<file path="src/logic/bpc_regs.svh">
`ifndef BPC_REGS_SVH
`define BPC_REGS_SVH
`define BPC_CMD_OFFSET   8'h04
`define BPC_CMD_RESET    16'h0000
`define BPC_BIT_IO       0
`define BPC_BIT_MEM      1
`define BPC_BIT_MASTER   2
`define BPC_BIT_SPECIAL  3
`define BPC_BIT_MWI      4
`define BPC_BIT_PALETTE  5
`define BPC_BIT_PARITY   6
`define BPC_BIT_WAIT     7
`define BPC_BIT_SERR     8
`define BPC_BIT_FBB      9
`define BPC_BIT_INTDIS   10
`define BPC_RW_MASK_FWD  16'h0147
`define BPC_RW_MASK_REV  16'h0567
`define BPC_PAL_A0       10'h3c6
`define BPC_PAL_A1       10'h3c8
`define BPC_PAL_A2       10'h3c9
`define BPC_IRQ_IDLE     4'hf
`define BPC_SERR_IDLE    1'b1
`endif

</file>
<file path="src/logic/bpc_pkg.sv">
package bpc_pkg;
  typedef struct packed {
    logic       valid;
    logic       is_io;
    logic       is_mem_rd;
    logic       is_write;
    logic       is_special;
    logic [9:0] addr_lo;
  } bpc_req_t;

  typedef struct packed {
    logic       valid;
    logic       is_split_cpl;
    logic       is_mwi;
    logic       forwarded;
  } bpc_init_t;

  typedef struct packed {
    logic [15:0] cmd;
    logic [15:0] rdata;
    logic        rvalid;
    logic        accept;
    logic        sec_accept;
    logic        init_grant;
    logic        mwi_ok;
    logic        mdpe;
    logic        err_msg;
    logic        serr_n;
    logic [3:0]  irq_n;
  } bpc_state_t;
endpackage

</file>
<file path="src/logic/bpc_command.sv">
// Operation
// - With the I/O enable clear, primary I/O requests are not claimed except palette snoop writes.
// - The memory enable gates acceptance of primary memory reads.
// - With bus master clear, no secondary response and no primary start except split completions.
// - With bus master set, forwarded secondary requests start on primary.
// - Split completions in reverse PCI-X mode start regardless of master.
// - Special cycle bit reads zero and special cycles are never claimed.
// - Write-and-invalidate bit reads zero; only forwarded ones pass.
// - In PCI-X mode no write-and-invalidate is passed, forwarded or not.
// - Palette snoop (reverse only) claims writes to 3c6h, 3c8h, 3c9h.
// - Parity response enable lets parity events raise the status flag.
// - Wait cycle bit reads zero.
// - Forward mode sends error messages only with system error enabled.
// - Reverse mode drives the system error line only when enabled.
// - Fast back-to-back bit reads zero.
// - Interrupt disable (reverse only) holds all four lines deasserted.
// - The master parity flag sets only with enable and a primary event.
`timescale 1ns/1ps
`include "bpc_regs.svh"
module bpc_command
  import bpc_pkg::*;
(
  input  wire logic        ref_clk,
  input  wire logic        rst,
  input  wire logic        reverse_mode,
  input  wire logic        pcix_mode,
  input  wire logic        cfg_wr,
  input  wire logic        cfg_rd,
  input  wire logic [7:0]  cfg_addr,
  input  wire logic [1:0]  cfg_be,
  input  wire logic [15:0] cfg_wdata,
  output logic      [15:0] cfg_rdata,
  output logic             cfg_rvalid,
  input  wire bpc_req_t    pri_req,
  output logic             pri_accept,
  input  wire logic        sec_req,
  output logic             sec_accept,
  input  wire bpc_init_t   init_req,
  output logic             init_grant,
  output logic             mwi_ok,
  input  wire logic        parity_event,
  input  wire logic        mdpe_clear,
  output logic             mdpe_flag,
  input  wire logic        error_event,
  output logic             err_msg_send,
  output logic             system_error_out_n,
  input  wire logic [3:0]  irq_req,
  output logic             legacy_irq_a_n,
  output logic             legacy_irq_b_n,
  output logic             legacy_irq_c_n,
  output logic             legacy_irq_d_n
);

  bpc_state_t st_ff;
  bpc_state_t nxt_st;

  function automatic logic is_palette(input logic [9:0] a);
    is_palette = (a == `BPC_PAL_A0) || (a == `BPC_PAL_A1) ||
                 (a == `BPC_PAL_A2);
  endfunction

  logic [15:0] wmask;
  logic [15:0] bemask;
  logic        hit;
  logic        io_en;
  logic        mem_en;
  logic        mst_en;
  logic        pal_en;
  logic        par_en;
  logic        serr_en;
  logic        int_dis;

  always_comb begin
    // only writable bits survive each edge; reads mask again for the cycle after a mode switch
    wmask   = reverse_mode ? `BPC_RW_MASK_REV : `BPC_RW_MASK_FWD;
    bemask  = {{8{cfg_be[1]}}, {8{cfg_be[0]}}};
    hit     = (cfg_addr == `BPC_CMD_OFFSET);
    io_en   = st_ff.cmd[`BPC_BIT_IO];
    mem_en  = st_ff.cmd[`BPC_BIT_MEM];
    mst_en  = st_ff.cmd[`BPC_BIT_MASTER];
    pal_en  = st_ff.cmd[`BPC_BIT_PALETTE] & reverse_mode;
    par_en  = st_ff.cmd[`BPC_BIT_PARITY];
    serr_en = st_ff.cmd[`BPC_BIT_SERR];
    int_dis = st_ff.cmd[`BPC_BIT_INTDIS] & reverse_mode;
  end

  always_comb begin
    nxt_st = st_ff;
    // mode switch drops reverse-only bits on the next edge
    nxt_st.cmd = st_ff.cmd & wmask;
    if (cfg_wr && hit) begin
      nxt_st.cmd = ((st_ff.cmd & ~bemask) | (cfg_wdata & bemask))
                   & wmask;
    end
    nxt_st.rvalid = cfg_rd;
    // unmapped offsets read zero
    nxt_st.rdata = (cfg_rd && hit) ? (st_ff.cmd & wmask) : 16'h0000;

    nxt_st.accept = 1'b0;
    if (pri_req.valid && !pri_req.is_special) begin
      if (pri_req.is_io && io_en) begin
        nxt_st.accept = 1'b1;
      end else if (pri_req.is_io && pri_req.is_write && pal_en &&
                   is_palette(pri_req.addr_lo)) begin
        nxt_st.accept = 1'b1;
      end else if (pri_req.is_mem_rd && mem_en) begin
        nxt_st.accept = 1'b1;
      end
    end

    nxt_st.sec_accept = sec_req & mst_en;

    nxt_st.init_grant = 1'b0;
    nxt_st.mwi_ok     = 1'b0;
    if (init_req.valid) begin
      if (init_req.is_split_cpl && reverse_mode && pcix_mode) begin
        nxt_st.init_grant = 1'b1;
      end else if (mst_en && init_req.forwarded) begin
        nxt_st.init_grant = 1'b1;
      end
      // no self-originated mwi; in pci-x none is passed at all
      nxt_st.mwi_ok = init_req.is_mwi && init_req.forwarded &&
                      mst_en && !pcix_mode;
    end

    // set wins over clear
    if (parity_event && par_en) begin
      nxt_st.mdpe = 1'b1;
    end else if (mdpe_clear) begin
      nxt_st.mdpe = 1'b0;
    end

    nxt_st.err_msg = error_event & serr_en & ~reverse_mode;
    nxt_st.serr_n  = ~(error_event & serr_en & reverse_mode);
    nxt_st.irq_n   = int_dis ? `BPC_IRQ_IDLE : ~irq_req;

    if (rst) begin
      nxt_st            = '0;
      nxt_st.cmd        = `BPC_CMD_RESET;
      nxt_st.serr_n     = `BPC_SERR_IDLE;
      nxt_st.irq_n      = `BPC_IRQ_IDLE;
    end
  end

  always_ff @(posedge ref_clk) begin
    st_ff <= nxt_st;
  end

  assign cfg_rdata          = st_ff.rdata;
  assign cfg_rvalid         = st_ff.rvalid;
  assign pri_accept         = st_ff.accept;
  assign sec_accept         = st_ff.sec_accept;
  assign init_grant         = st_ff.init_grant;
  assign mwi_ok             = st_ff.mwi_ok;
  assign mdpe_flag          = st_ff.mdpe;
  assign err_msg_send       = st_ff.err_msg;
  assign system_error_out_n = st_ff.serr_n;
  assign legacy_irq_a_n     = st_ff.irq_n[0];
  assign legacy_irq_b_n     = st_ff.irq_n[1];
  assign legacy_irq_c_n     = st_ff.irq_n[2];
  assign legacy_irq_d_n     = st_ff.irq_n[3];

  // outputs are registered, so each check from an input looks one edge on
  chk_io_gate: assert property (
    @(posedge ref_clk) disable iff (rst)
    pri_req.valid && pri_req.is_io && !pri_req.is_write && !io_en
    |=> !pri_accept)
    else $error("io claimed while disabled");

  chk_io_claim: assert property (
    @(posedge ref_clk) disable iff (rst)
    pri_req.valid && pri_req.is_io && !pri_req.is_special && io_en
    |=> pri_accept)
    else $error("enabled io request not claimed");

  chk_mem_gate: assert property (
    @(posedge ref_clk) disable iff (rst)
    pri_req.valid && pri_req.is_mem_rd && !pri_req.is_io &&
    !pri_req.is_special |=> pri_accept == $past(mem_en))
    else $error("memory read gate wrong");

  chk_sec_gate: assert property (
    @(posedge ref_clk) disable iff (rst)
    sec_req |=> sec_accept == $past(mst_en))
    else $error("secondary response gate wrong");

  chk_mst_start: assert property (
    @(posedge ref_clk) disable iff (rst)
    !mst_en && !(init_req.is_split_cpl && reverse_mode && pcix_mode)
    |=> !init_grant)
    else $error("primary start without bus master");

  chk_fwd_start: assert property (
    @(posedge ref_clk) disable iff (rst)
    init_req.valid && init_req.forwarded && mst_en |=> init_grant)
    else $error("forwarded request not started");

  chk_split_cpl: assert property (
    @(posedge ref_clk) disable iff (rst)
    init_req.valid && init_req.is_split_cpl && reverse_mode && pcix_mode
    |=> init_grant)
    else $error("split completion blocked");

  chk_special: assert property (
    @(posedge ref_clk) disable iff (rst)
    pri_req.valid && pri_req.is_special |=> !pri_accept)
    else $error("special cycle claimed");

  chk_ro_zero: assert property (
    @(posedge ref_clk) disable iff (rst)
    cfg_rvalid |-> (cfg_rdata & ~`BPC_RW_MASK_REV) == 16'h0000)
    else $error("read-only bits nonzero");

  chk_mwi_own: assert property (
    @(posedge ref_clk) disable iff (rst)
    mwi_ok |-> $past(init_req.valid && init_req.is_mwi &&
    init_req.forwarded && mst_en))
    else $error("self-originated write and invalidate");

  chk_mwi_pcix: assert property (
    @(posedge ref_clk) disable iff (rst)
    pcix_mode |=> !mwi_ok)
    else $error("mwi in pci-x");

  chk_palette: assert property (
    @(posedge ref_clk) disable iff (rst)
    pri_req.valid && pri_req.is_io && pri_req.is_write && !io_en &&
    !pri_req.is_special |=> pri_accept == $past(pal_en &&
    is_palette(pri_req.addr_lo)))
    else $error("palette decode");

  chk_parity_set: assert property (
    @(posedge ref_clk) disable iff (rst)
    parity_event && par_en |=> mdpe_flag)
    else $error("enabled parity event lost");

  chk_mdpe_clear: assert property (
    @(posedge ref_clk) disable iff (rst)
    mdpe_clear && !(parity_event && par_en) |=> !mdpe_flag)
    else $error("parity flag not cleared");

  chk_mdpe_gate: assert property (
    @(posedge ref_clk) disable iff (rst)
    $rose(mdpe_flag) |-> $past(parity_event && par_en))
    else $error("parity flag without cause");

  chk_err_msg: assert property (
    @(posedge ref_clk) disable iff (rst)
    err_msg_send |-> $past(serr_en && !reverse_mode && error_event))
    else $error("error message while disabled");

  chk_err_send: assert property (
    @(posedge ref_clk) disable iff (rst)
    error_event && serr_en && !reverse_mode |=> err_msg_send)
    else $error("enabled error message lost");

  chk_serr_line: assert property (
    @(posedge ref_clk) disable iff (rst)
    !system_error_out_n |-> $past(serr_en && reverse_mode))
    else $error("serr line while disabled");

  chk_serr_drive: assert property (
    @(posedge ref_clk) disable iff (rst)
    error_event && serr_en && reverse_mode |=> !system_error_out_n)
    else $error("enabled system error not driven");

  chk_int_dis: assert property (
    @(posedge ref_clk) disable iff (rst)
    $past(int_dis) |-> {legacy_irq_a_n, legacy_irq_b_n, legacy_irq_c_n,
    legacy_irq_d_n} == `BPC_IRQ_IDLE)
    else $error("irq while disabled");

  chk_irq_follow: assert property (
    @(posedge ref_clk) disable iff (rst)
    !int_dis |=> {legacy_irq_d_n, legacy_irq_c_n, legacy_irq_b_n,
    legacy_irq_a_n} == ~$past(irq_req))
    else $error("irq lines do not follow requests");

  // forward mode must have dropped the reverse-only bits one edge later
  chk_rsv_hold: assert property (
    @(posedge ref_clk) disable iff (rst)
    !reverse_mode |=> (st_ff.cmd & ~`BPC_RW_MASK_FWD) == 16'h0000)
    else $error("locked command bits hold a one");

  chk_rd_pulse: assert property (
    @(posedge ref_clk) disable iff (rst)
    cfg_rd |=> cfg_rvalid)
    else $error("read not answered");

  chk_wr_land: assert property (
    @(posedge ref_clk) disable iff (rst)
    cfg_wr && hit && (cfg_be == 2'b11)
    |=> st_ff.cmd == $past(cfg_wdata & wmask))
    else $error("full write did not land");

  cov_io_claim: cover property (@(posedge ref_clk) disable iff (rst)
    pri_accept && $past(pri_req.is_io));
  cov_fwd_start: cover property (@(posedge ref_clk) disable iff (rst)
    init_grant && $past(mst_en));
  cov_serr: cover property (@(posedge ref_clk) disable iff (rst)
    !system_error_out_n);
  cov_mdpe: cover property (@(posedge ref_clk) disable iff (rst)
    $rose(mdpe_flag));
  cov_split: cover property (@(posedge ref_clk) disable iff (rst)
    init_grant && !$past(mst_en));
endmodule

</file>
<file path="config.mk">
export PLATFORM = sky130hd
export DESIGN_NAME = bpc_command
export DESIGN_NICKNAME = d
export VERILOG_FILES = /design/src/logic/bpc_pkg.sv /design/src/logic/bpc_command.sv
export VERILOG_INCLUDE_DIRS = /design/src /design/src/logic
export SDC_FILE = /design/constraint.sdc
export NUM_CORES = 1
export LEC_CHECK = 0
export ABC_CLOCK_PERIOD_IN_PS = 4750
export BUFFER_PORTS_ARGS = -buffer_cell sky130_fd_sc_hd__buf_2
export CAP_MARGIN = 15
export CORE_ASPECT_RATIO = 0.7
export CORE_MARGIN = 4
export CORE_UTILIZATION = 41
export CTS_CLUSTER_DIAMETER = 50
export DETAILED_ROUTE_END_ITERATION = 16
export HOLD_SLACK_MARGIN = 0.08
export PLACE_DENSITY = 0.88
export SYNTH_ARGS = -nofsm -noshare
export SYNTH_HDL_FRONTEND = slang
export SYNTH_SLANG_ARGS = --single-unit
</file>
<file path="constraint.sdc">
create_clock -name ref_clk -period 4.75 [get_ports ref_clk]
set_input_delay 0.95 -clock ref_clk [delete_from_list [all_inputs] [get_ports ref_clk]]
set_output_delay 0.95 -clock ref_clk [all_outputs]
set_load 0.05 [all_outputs]
</file>
==> results by group <==
Layout
  • Total Nets Final: 232
  • Multi-input combinational cell area: 493 um^2
  • Fin util: 58.1%
  • Fraction of layout instances using a drive strength above 1: 48.8%
  • Register Area: 520 um^2
  • Fillers: 231
  • Diodes inserted: 0
  • Synthesis-to-finish area growth: 31.8%

Timing
  • Final period util: 44.0%
  • F_max: 478 MHz
  • RSZ-0062 raised after global routing: no
  • Final min period: 2.09 ns
  • Final Max Tran Viols: 0
  • Skew final: 0.00262 ns
  • Fin. Hold Viols: 0
  • Endpoints failing setup: 0
  • Setup TNS: 0 ns

Run status
  • Status: complete, no violations

GRT
  • Met3 usage: 6.37%
  • First-pass GRT wire length: 3730 um
  • Met1 Track Usage GR: 15.3%
  • Met2 usage: 22.0%
  • Grt ovf: 0
  • GR peak layer: met2
  • Vias in the first global route: 857
  • Overall track demand over capacity in global routing: 13.2%
  • Initial antenna violation count: 0
  • Largest net degree at the start of global routing: 20

Logic synthesis
  • Top-count cell post-synth: dfxtp_1
  • Synthesized area per cell: 10.1 um^2
  • Share of the synthesized area in the top cell type: 46.6%
  • Synth warnings: 0
  • EDFF count, synth: 0
  • Synth top area cells: dfxtp_1 (47%), buf_4 (11%), nand2b_1 (6.2%), mux2i_1 (5.4%), and2_2 (4.0%)
  • Top FF cell, synth: dfxtp_1
  • Async S/R FF share, synth: 0%
  • Post-synth top cells: dfxtp_1 (26), buf_4 (16), nand2_1 (12)
  • Seq/Total Area, Yosys: 46.6%
  • Distinct cell type count after synthesis: 28
  • Mapped Cells: 110
  • Cell taking the most area after synthesis: dfxtp_1
  • #FFs+latches synth: 26
  • Netlist Area Pre-Place: 0.00112 mm^2

Floorplanning
  • IO Pins: 87
  • Core area: 0.00253 mm^2
  • Num rows: 15
  • Die X: 70.4 um
  • DIE AREA: 0.00363 mm^2
  • Initial core utilization: 44.0%
  • Die height: 51.7 um

Worst setup path
  • Reg2reg setup slack: 3.92 ns
  • Crit path required time: 4.91 ns
  • Crit. End Element: flip-flop
  • Reg2Reg Depth: 2
  • Crit path from: cfg_addr[1]
  • Worst setup SP type: primary input
  • Type of the worst setup path: primary input to flip-flop
  • CP Max Fanout: 3
  • CP Data Arrival Time: 2.25 ns

Clock network
  • Post-CTS sizing: 0
  • Postcts setup bufs: 0
  • Clk slew on worst S/H paths: 0.08 ns
  • H-tree depth: 1
  • Clock Sinks: 26
  • CTS Hold Bufs: 0
  • Num CTS Buffers: 3
  • Root Buffer: clkbuf_8
  • Buffer levels on the longest clock path: 2
  • Worst-Skew Late Latency: 0.26 ns
  • TritonCTS clock tree: done

Route
  • Routed len/inst: 11.1 um
  • DRT iter0 DRCs: 25
  • Via count: 897
  • Vias per cell: 4.35
  • Routed Wire Length: 2300 um
  • Initial DRT Pass Iterations: 2
  • Antenna Nets Post-Route: 0
  • # DRC: 0

Min path
  • Hold worst-path end: cfg_rdata[8]
  • Tightest Hold Check Type: flip-flop to flip-flop
  • Hold Path Stages: 1

Pwr
  • Cell Pwr Density: 312 mW/mm^2
  • LEAKAGE: 0.724 nW
  • VDD IR max: 0.279 mV

Place
  • Routability Congestion: 0.699
  • Port bufs: 68
  • Hpwl dp: 1890 um

Flow run
  • Max_cap viols: 0
[layout by cell type, fill, tap and decap left out]
cell	instances
or4_4	1
mux2i_1	6
conb_1	9
inv_1	1
a22oi_1	1
dfxtp_1	26
and2_1	1
nor2_1	3
nand3_1	2
and3_1	1
and4_1	1
and2_2	6
o2111ai_1	1
bufinv_16	1
buf_2	68
nand2_1	12
nand2b_1	11
nor2b_1	4
nor4b_1	1
or4b_4	1
nor4b_4	1
nor3_4	2
mux2_2	1
clkbuf_8	3
nor3b_1	1
nand3b_1	1
nor4bb_1	2
a21oi_1	4
[where the power goes]
group | internal, mW | leakage [nW] | total (mW) | switching, mW
clock network | 0.113 | 0.0357 | 0.178 | 0.0657
registers | 0.220 | 0.211 | 0.221 | 0.000527
logic | 0.0216 | 0.477 | 0.0595 | 0.0379
total | 0.354 | 0.724 | 0.458 | 0.104
[per-stage QoR]
stage / setup WS (ns) / cells / power [mW] / instance area [um^2] / hold WS, ns
3_5_place_dp: 2.36 / 202 / 0.286 / 1400 / 0.453
2_1_floorplan: 2.54 / 118 / 0.268 / 1150 / 0.436
6_report: 2.66 / 206 / 0.458 / 1470 / 0.471
4_1_cts: 2.65 / 206 / 0.466 / 1470 / 0.475
5_1_grt: 2.61 / 206 / 0.481 / 1470 / 0.512
3_3_place_gp: 2.37 / 202 / 0.285 / 1400 / 0.446
[critical path: stages]
cell and delay, ns:
buf_2 0.10, or4b_4 0.59, nor3_4 0.26, mux2_2 0.35
[worst max path at each step]
stage	to
finish	flip-flop
floorplan	flip-flop
global route	cfg_rdata[8]
CTS	cfg_rdata[1]
detailed placement	flip-flop
global placement	cfg_rdata[8]
[final cells by class]
class                   instances  area share [%]
clock buffers                   3            2.81
clock inverters                 1            2.04
inverters                       1           0.255
multi-input cells              73            33.5
flip-flops and latches         26            35.4
well taps                      34            2.89
repair buffers                 68            23.1
[routing by layer]
layer | up-vias | part of all wire, %
met5 | - | 0
met4 | 0 | 0.39
met3 | 2 | 13
met2 | 46 | 47
met1 | 383 | 40
li1 | 466 | -
[cell families after synthesis]
logic type | share of synthesized area (%)
other | 0.336
muxes | 6.39
DFF | 46.6
AOI/OAI and AO/OA | 3.25
and+or+nand+nor | 31.5
buffers and inverters | 11.9
(Power assumes the default switching activity.)
